## config.mk

```make
export PLATFORM = sky130hd
export DESIGN_NAME = sttap_engine
export DESIGN_NICKNAME = d
export VERILOG_FILES = /design/src/sttap_pkg.sv /design/src/sttap_engine.sv
export SDC_FILE = /design/constraint.sdc
export NUM_CORES = 1
export LEC_CHECK = 0
export BUFFER_PORTS_ARGS = -buffer_cell sky130_fd_sc_hd__buf_2
export CAP_MARGIN = 20
export CORE_MARGIN = 1.5
export CORE_UTILIZATION = 48
export DETAILED_ROUTE_END_ITERATION = 12
export GPL_TIMING_DRIVEN = 0
export PLACE_DENSITY = 0.75
export SLEW_MARGIN = 25
export SYNTH_ARGS = -nofsm -noshare
export SYNTH_HDL_FRONTEND = slang
export SYNTH_SLANG_ARGS = --single-unit
export TNS_END_PERCENT = 100
```

## constraint.sdc

```tcl
create_clock -name clk -period 1.6 [get_ports clk]
set_input_delay 0 -clock clk [delete_from_list [all_inputs] [get_ports clk]]
set_output_delay 0 -clock clk [all_outputs]
set_load 0.01 [all_outputs]
```

## src/sttap_pkg.sv

```systemverilog
package sttap_pkg;
	localparam int STTAP_IR_W = 8;
	localparam logic [7:0] STTAP_IR_CAPTURE = 8'h81;
	localparam logic [7:0] STTAP_IR_BYPASS = 8'hff;
	localparam logic [7:0] STTAP_IR_RESET = 8'hff;
	localparam logic STTAP_BYPASS_CAPTURE = 1'b0;

	typedef enum {
		TLR, RTI, SEL_DR, CAP_DR, SH_DR, EX1_DR, PAU_DR, EX2_DR, UPD_DR,
		SEL_IR, CAP_IR, SH_IR, EX1_IR, PAU_IR, EX2_IR, UPD_IR
	} sttap_state_t;

	// serial output pin as output value plus enable
	typedef struct packed {
		logic data;
		logic oe;
	} sttap_tdo_t;
endpackage

```

## src/sttap_engine.sv

```systemverilog
`timescale 1ns/1ns
module sttap_engine
	import sttap_pkg::*;
#(
	parameter int DATA_W = 8
)
(
	input wire logic clk,
	input wire logic rst,
	input wire logic tck,
	input wire logic tms,
	input wire logic tdi,
	input wire logic [DATA_W-1:0] func_in,
	output sttap_tdo_t tdo,
	output logic [DATA_W-1:0] func_out,
	output logic bypass_active,
	output logic [STTAP_IR_W-1:0] active_instr,
	output logic [DATA_W-1:0] data_update,
	output sttap_state_t tap_state
);
	logic [1:0] tck_sync;
	logic [1:0] tms_sync;
	logic [1:0] tdi_sync;
	logic [DATA_W-1:0] fin_s1;
	logic [DATA_W-1:0] fin_s2;
	logic tck_prev;
	logic [STTAP_IR_W-1:0] ir_shift;
	logic bypass_reg;
	logic [DATA_W-1:0] dr_shift;
	logic [DATA_W-1:0] func_samp;
	sttap_state_t state;
	sttap_state_t next_state;

	// synchronisers: first stage feeds only the second
	always_ff @(posedge clk)
	begin
		if (rst)
		begin
			tck_sync <= 2'h0;
			tms_sync <= 2'h3;
			tdi_sync <= 2'h0;
			fin_s1 <= '0;
			fin_s2 <= '0;
		end
		else
		begin
			tck_sync <= {tck_sync[0], tck};
			tms_sync <= {tms_sync[0], tms};
			tdi_sync <= {tdi_sync[0], tdi};
			fin_s1 <= func_in;
			fin_s2 <= fin_s1;
		end
	end

	always_ff @(posedge clk)
	begin
		if (rst)
			tck_prev <= 1'b0;
		else
			tck_prev <= tck_sync[1];
	end

	wire tck_rise = tck_sync[1] & ~tck_prev;
	wire tck_fall = ~tck_sync[1] & tck_prev;
	wire tms_s = tms_sync[1];
	wire tdi_s = tdi_sync[1];

	always_comb
	begin
		next_state = state;
		case (state)
			TLR: next_state = tms_s ? TLR : RTI;
			RTI: next_state = tms_s ? SEL_DR : RTI;
			SEL_DR: next_state = tms_s ? SEL_IR : CAP_DR;
			CAP_DR: next_state = tms_s ? EX1_DR : SH_DR;
			SH_DR: next_state = tms_s ? EX1_DR : SH_DR;
			EX1_DR: next_state = tms_s ? UPD_DR : PAU_DR;
			PAU_DR: next_state = tms_s ? EX2_DR : PAU_DR;
			EX2_DR: next_state = tms_s ? UPD_DR : SH_DR;
			UPD_DR: next_state = tms_s ? SEL_DR : RTI;
			SEL_IR: next_state = tms_s ? TLR : CAP_IR;
			CAP_IR: next_state = tms_s ? EX1_IR : SH_IR;
			SH_IR: next_state = tms_s ? EX1_IR : SH_IR;
			EX1_IR: next_state = tms_s ? UPD_IR : PAU_IR;
			PAU_IR: next_state = tms_s ? EX2_IR : PAU_IR;
			EX2_IR: next_state = tms_s ? UPD_IR : SH_IR;
			UPD_IR: next_state = tms_s ? SEL_DR : RTI;
			default: next_state = TLR;
		endcase
	end

	// controller advances on rising test clock edge with sampled mode select
	always_ff @(posedge clk)
	begin
		if (rst)
			state <= TLR;
		else if (tck_rise)
			state <= next_state;
	end

	assign tap_state = state;

	wire in_sh_ir = (state == SH_IR);
	wire in_sh_dr = (state == SH_DR);

	// instruction shift stage
	always_ff @(posedge clk)
	begin
		if (rst)
			ir_shift <= STTAP_IR_CAPTURE;
		else if (tck_rise && state == CAP_IR)
			ir_shift <= STTAP_IR_CAPTURE;
		else if (tck_rise && in_sh_ir)
			ir_shift <= {tdi_s, ir_shift[STTAP_IR_W-1:1]};
	end

	// only non-bypass codes select the data shift register
	assign bypass_active = (active_instr == STTAP_IR_BYPASS);

	// data registers: one-bit bypass or a sample register of the inputs
	always_ff @(posedge clk)
	begin
		if (rst)
		begin
			bypass_reg <= STTAP_BYPASS_CAPTURE;
			dr_shift <= '0;
		end
		else if (tck_rise && state == CAP_DR)
		begin
			bypass_reg <= STTAP_BYPASS_CAPTURE;
			dr_shift <= fin_s2;
		end
		else if (tck_rise && in_sh_dr)
		begin
			if (bypass_active)
				bypass_reg <= tdi_s;
			else
				dr_shift <= {tdi_s, dr_shift[DATA_W-1:1]};
		end
	end

	// input pins sampled on rising edge, passed through at falling edge so the
	// latches keep working normally; no test mode drive is implemented
	always_ff @(posedge clk)
	begin
		if (rst)
			func_samp <= '0;
		else if (tck_rise)
			func_samp <= fin_s2;
	end

	wire shift_bit = in_sh_ir ? ir_shift[0] : (bypass_active ? bypass_reg : dr_shift[0]);

	// all outputs except tap_state update on the falling test clock edge; tap_state follows the rising edge
	always_ff @(posedge clk)
	begin
		if (rst)
		begin
			tdo <= '0;
			func_out <= '0;
			active_instr <= STTAP_IR_RESET;
			data_update <= '0;
		end
		else if (tck_fall)
		begin
			func_out <= func_samp;
			tdo.oe <= in_sh_ir | in_sh_dr;
			if (in_sh_ir | in_sh_dr)
				tdo.data <= shift_bit;
			if (state == UPD_IR)
				active_instr <= ir_shift;
			else if (state == TLR)
				active_instr <= STTAP_IR_RESET;
			if (state == UPD_DR && !bypass_active)
				data_update <= dr_shift;
		end
	end

	chk_exit_hiz: assert property (@(posedge clk) disable iff (rst)
		(tck_fall && (state == EX1_IR || state == EX1_DR)) |=> !tdo.oe)
		else $error("serial output still driven after exit1 fall");

	chk_ir_capture: assert property (@(posedge clk) disable iff (rst)
		(tck_rise && state == CAP_IR) |=> (ir_shift == STTAP_IR_CAPTURE))
		else $error("instruction capture value wrong");

	chk_byp_capture: assert property (@(posedge clk) disable iff (rst)
		(tck_rise && state == CAP_DR) |=> (bypass_reg == 1'b0))
		else $error("bypass did not capture zero");

	chk_tdo_fall_only: assert property (@(posedge clk) disable iff (rst)
		!tck_fall |=> $stable(tdo) && $stable(func_out))
		else $error("output changed away from falling edge");

	chk_state_rise_only: assert property (@(posedge clk) disable iff (rst)
		!tck_rise |=> $stable(state))
		else $error("state moved without rising edge");

	chk_shift_oe: assert property (@(posedge clk) disable iff (rst)
		(tck_fall && (in_sh_ir || in_sh_dr)) |=> tdo.oe)
		else $error("serial output not enabled in shift");

	chk_ir_shift: assert property (@(posedge clk) disable iff (rst)
		(tck_rise && in_sh_ir) |=> (ir_shift[STTAP_IR_W-1] == $past(tdi_s)))
		else $error("instruction shift lost input bit");

	chk_update_ir: assert property (@(posedge clk) disable iff (rst)
		(tck_fall && state == UPD_IR) |=> (active_instr == $past(ir_shift)))
		else $error("active instruction not updated");

	chk_byp_delay: assert property (@(posedge clk) disable iff (rst)
		(tck_rise && in_sh_dr && bypass_active) |=> (bypass_reg == $past(tdi_s)))
		else $error("bypass stage did not take input");

	// scan output must come from the stage selected by the state and the active instruction
	chk_oe_off_idle: assert property (@(posedge clk) disable iff (rst)
		(tck_fall && !(in_sh_ir || in_sh_dr)) |=> !tdo.oe)
		else $error("serial output driven outside shift states");

	chk_tdo_data_hold: assert property (@(posedge clk) disable iff (rst)
		(tck_fall && !(in_sh_ir || in_sh_dr)) |=> $stable(tdo.data))
		else $error("serial output value moved outside shift states");

	chk_tdo_ir_bit: assert property (@(posedge clk) disable iff (rst)
		(tck_fall && in_sh_ir) |=> (tdo.data == $past(ir_shift[0])))
		else $error("instruction bit not presented on serial output");

	chk_tdo_byp_bit: assert property (@(posedge clk) disable iff (rst)
		(tck_fall && in_sh_dr && bypass_active) |=> (tdo.data == $past(bypass_reg)))
		else $error("bypass stage not presented on serial output");

	chk_tdo_dr_bit: assert property (@(posedge clk) disable iff (rst)
		(tck_fall && in_sh_dr && !bypass_active) |=> (tdo.data == $past(dr_shift[0])))
		else $error("sample register bit not presented on serial output");

	chk_update_dr: assert property (@(posedge clk) disable iff (rst)
		(tck_fall && state == UPD_DR && !bypass_active) |=> (data_update == $past(dr_shift)))
		else $error("update stage did not take shifted data");

	chk_update_dr_byp: assert property (@(posedge clk) disable iff (rst)
		(tck_fall && state == UPD_DR && bypass_active) |=> $stable(data_update))
		else $error("update stage changed under bypass");

	chk_dr_hold_byp: assert property (@(posedge clk) disable iff (rst)
		(tck_rise && in_sh_dr && bypass_active) |=> $stable(dr_shift))
		else $error("sample register shifted under bypass");

	chk_func_pass: assert property (@(posedge clk) disable iff (rst)
		tck_fall |=> (func_out == $past(func_samp)))
		else $error("functional output not passed at fall");

	chk_func_sample: assert property (@(posedge clk) disable iff (rst)
		tck_rise |=> (func_samp == $past(fin_s2)))
		else $error("functional input not sampled at rise");

	chk_tlr_bypass: assert property (@(posedge clk) disable iff (rst)
		(tck_fall && state == TLR) |=> (active_instr == STTAP_IR_RESET))
		else $error("reset state did not force bypass");

	// hold checks catch a stray enable that would corrupt a stage between edges
	chk_ir_hold: assert property (@(posedge clk) disable iff (rst)
		!(tck_rise && (in_sh_ir || state == CAP_IR)) |=> $stable(ir_shift))
		else $error("instruction stage moved outside capture or shift");

	chk_instr_hold: assert property (@(posedge clk) disable iff (rst)
		!(tck_fall && (state == UPD_IR || state == TLR)) |=> $stable(active_instr))
		else $error("active instruction moved outside update");

	chk_dr_capture: assert property (@(posedge clk) disable iff (rst)
		(tck_rise && state == CAP_DR) |=> (dr_shift == $past(fin_s2)))
		else $error("sample register did not capture inputs");

	chk_dr_shift_in: assert property (@(posedge clk) disable iff (rst)
		(tck_rise && in_sh_dr && !bypass_active) |=> (dr_shift[DATA_W-1] == $past(tdi_s)))
		else $error("sample register lost input bit");

	chk_ir_to_exit: assert property (@(posedge clk) disable iff (rst)
		(tck_rise && in_sh_ir && tms_s) |=> (state == EX1_IR && ir_shift[STTAP_IR_W-1] == $past(tdi_s)))
		else $error("last instruction bit not shifted on exit");

	chk_cap_to_shift: assert property (@(posedge clk) disable iff (rst)
		(tck_rise && state == CAP_IR && !tms_s) |=> (state == SH_IR && ir_shift == STTAP_IR_CAPTURE))
		else $error("instruction shift not entered with captured word");

	chk_dr_enter_shift: assert property (@(posedge clk) disable iff (rst)
		(tck_rise && state == CAP_DR && !tms_s) |=> (state == SH_DR))
		else $error("data shift not entered from capture");
endmodule

```

# == Yosys cells after proc, flatten, opt, wreduce, memory -nomap -nowiden ==
# Index checks and enable logic that the tools add are counted.
# word_totals
regBits,106
in_bits,13
elab_cells,84
# op_classes
eq_ne,23
mux,20
n_bitwise,5
n_reduce_logical,20
# op_table
op,count
== test 32 x 4 -> 1 bit (second input constant),9
== test 32 x 3 -> 1 bit (second input constant),5
== test 32 x 5 -> 1 bit (second input constant),4
== test 32 x 2 -> 1 bit (second input constant),2
zero test 32 bit,2
one-hot mux 4 bit (12 select lines),1
2-to-1 mux 8 bit,5
== test 32 x 1 -> 1 bit (second input constant),1
2-to-1 mux 4 bit,4
AND reduction 2 bit,5
== test 8 bit (second input constant),1
OR reduction 2 bit,4
2-to-1 mux 2 bit,3
2-to-1 mux 3 bit,2
logical AND 1 bit,5
2-to-1 mux 1 bit,5
nonzero test 2 bit,2
OR reduction 3 bit,1
bitwise AND 1 bit,2
!= test 2 x 1 -> 1 bit (second input constant),1
inverter 1 bit,2
zero test 1 bit,1
bitwise OR 1 bit,1

# == Longest topological paths before layout ==
# logic_depth
word_depth,5
depth_mapped,6

# == Worst setup path after synthesis ==
# No wires, ideal clock.
# synth_path
path_kind,reg2reg
start,"register state[3], in the netlist tap_state[3]"
end,register dr_shift[7]
setup_ns,0.122
t_arrival_ns,1.439
required_time_ns,1.478
setup_slack_ns,0.039
stages_incl_launch_ff,6
synth_period_minus_slack_ns,1.561
cell_sequence,dfxtp_1 > buf_4 > nor4b_2 > o211ai_2 > and4b_1 > a221o_1
# synth_via
elab_chain_cells,4
# synth_rtl
item,line,source
"start, declared",sttap_engine.sv:31,sttap_state_t state;
"start signal, assigned",sttap_engine.sv:98,state <= next_state;
== test 32 x 3 -> 1 bit / == test 32 x 4 -> 1 bit (equally long branches),"sttap_engine.sv:128, sttap_engine.sv:104",
logical AND 1 bit (on tied branches),"sttap_engine.sv:128, sttap_engine.sv:133",
!= test 2 x 1 -> 1 bit (no source line) / nonzero test 2 bit (equally long branches),--,
AND reduction 2 bit (no source line),--,
"end signal, assigned",sttap_engine.sv:131,dr_shift <= fin_s2;
"end signal, assigned",sttap_engine.sv:138,"dr_shift <= {tdi_s, dr_shift[DATA_W-1:1]};"
"end, declared",sttap_engine.sv:29,logic [DATA_W-1:0] dr_shift;
# Several ways; a longest one is shown, not always the timed one.
# A chain may end at the register's enable or synchronous reset.

# == Final worst setup path ==
# Same ends and word-level chain as after synthesis.

==> run metrics <==
status=finished with violations; failing checks=negative setup slack; max_cap viols=0; CTS tree=done; Via Count=2556; Ys Warns=0; met1 Use GR=0.226; CTS buffer count=9; final worst slack=-8.94 ps; dominant synthesized flop cell=dfxtp_1; Die Y=around 84 µm; critical path launch point type=flop; Post-DP Area=3580 µm²; commonest non-fill, non-tap cell in the layout=dfxtp_1; fillcell total=547; vias per cell=4.94; CTS Root Cell=clkbuf_8; cell row count=29; final core area utilization=0.628; aggregate global-route resource usage=0.184; initial antenna violation count=0; IO Pins=slightly above 70; Core Area=6350 µm²; synth unique cells=43; post-synthesis area per instance=about 9.3 µm²; area delta synth->final=25.9%; Clock Pin Slew Worst Setup and Hold Paths=about 80 ps; met3 Usage GRT=0.0531; Post-synth EDFFs=0; Min-Delay Path Class=input port to flop; Pre-Repair DR Iteration Count=4; sequential-to-total area share from yosys stat=0.493; number of synthesized register bits=78; min Tclk post-route=1610 ps; Worst Tran Pin Value=623 ps; DRC Markers=0; final instance area=between 3000 and 4000 µm²; Final Net Count=449; Post-Syn Area=between 3000 and 4000 µm²; share of layout cells above drive strength 1=0.275; Sink Count=78; worst path arrival time=1840 ps; initial core utilization=0.499; # setup viols final=3; Syn Inst Count=approximately 340; area of the multi-input gates=1450 µm²; Max Slew Vio Count=0; critical path data required time=1830 ps; Worst slew margin=0.584; met2 Usage GRT=0.294; Total Wirelength=between 6000 and 7000 µm; Port Buffers=42; PD cells=923 nW/µm²; ant diodes=0; Final Cycle Share=1.01; Die X=around 84 µm; Reg area=1570 µm²; Routed Antenna Nets=0; grt peak-use layer=met2; Final Hold Vio Count=0; Max Fclk=approximately 620 MHz; critical setup path kind=flop to flop; RSZ-0062 raised after global routing=true; Async SR Flop Fraction=0; initial drt markers=149; DP HPWL=4470 µm; maximum VDD drop=between 0.0005 and 0.0006 V; worst skew pair latency=350 ps; Leak Pwr=1.73 nW; Critical Path End Type=flop; first-pass GRT wire length=10400 µm; gp weighted congestion=slightly below 0.8; number of global-route vias before repair=around 2200; drt wl/cell=~13 µm; Clock Path Buffers=2; crit-path max FO=10; most frequent cells in the layout=72 x dfxtp_1, 50 x nand2_1, 43 x buf_2; GR Overflow Total=0; largest net degree at the start of global routing=14; total die area=7100 µm²; worst clock skew=between 10 and 15 ps; H-Tree Depth=3; setup TNS=-18.6 ps
## cells by family after synthesis
logic type                Yosys count  synth area share
and+or+nand+nor                   137             0.233
DFF                                78             0.493
AOI/OAI and AO/OA                  62             0.138
buffers and inverters              51            0.0983
muxes                              10            0.0316
xor gates and xnor gates            2           0.00553
other                               1           0.00118
## through the flow
stage | setup WS, ps | instances | hold WS [ps] | total power [mW]
global placement | -141 | 487 | 182 | 2.27
finish | -8.94 | 517 | 260 | 3.68
CTS | 19.6 | 518 | 229 | 3.70
global route | -41.7 | 517 | 269 | 3.82
detailed placement | -204 | 487 | 186 | 2.27
floorplan | 39.2 | 368 | 104 | 2.23
## report_power, final
group          total, mW  leakage (nW)  internal, mW  switching [mW]
combinational      0.276         0.994         0.131           0.144
clock               1.41        0.0992         0.711           0.702
sequential          1.99         0.635          1.97          0.0197
## what timing repair did
action	CTS	global route
hold endpoints to repair	11	0
hold buffers	11	0
pin swaps	2	2
endpoints found under the setup margin	25	33
buffers inserted	5	0
gates resized for setup	12	11
cloned	0	0
## critical path: stages (launching register included)
cell and delay, ps:
dfxtp_4 360, buf_6 140, nor4b_4 320, o211ai_4 180, and4b_1 230, a221o_1 270
## metal layers
layer	part of all wire	routed length (µm)	up-vias
met5	0	0	-
met4	0.0031	20	0
met3	0.054	355	2
met2	0.48	3160	87
met1	0.46	3000	1161
li1	-	-	1306
## synthesized netlist by cell type, types with 2 or more instances
library cell  number  area (µm²)
inv_1              3        11.3
buf_2              3        15.0
xnor2_1            2        17.5
or2_2              4        25.0
dfxtp_1           78        1560
o211ai_1           2        15.0
a311oi_2           2        30.0
buf_1              2        7.51
nor2b_1           25         156
a211oi_1           4        30.0
or3_1              2        12.5
nand2b_1          11        68.8
nor3_1             3        15.0
and4b_1            7        70.1
a21oi_1           25         125
nor2_1            21        78.8
nand4_1            3        18.8
a221o_1            7        70.1
nand3b_1           2        15.0
o22ai_1            8        50.1
nand3_1            3        15.0
nand2_1           50         188
buf_4             31         233
mux2i_1           10         100
clkbuf_1          12        45.0
o21ai_0            4        20.0
## layout make-up
class,count,share of cell area
Tap cell,77,0.0242
Inverter,3,0.00282
Multi-Input combinational cell,239,0.364
Buffer,47,0.0781
Clock buffer,9,0.0311
Clock inverter,6,0.0157
Timing Repair Buffer,58,0.0897
Sequential cell,78,0.394
## worst paths after layout
path | from | to | slack, ps | cells after the start
max | tap_state[3] | dr_shift[7] | -9 | 5
min reg2reg | tms_sync[0] | tms_sync[1] | 420 | 1
max reg2reg | tap_state[3] | dr_shift[7] | -9 | 5
min | rst | dr_shift[1] | 260 | 3
Power figures use the tool's default switching activity.
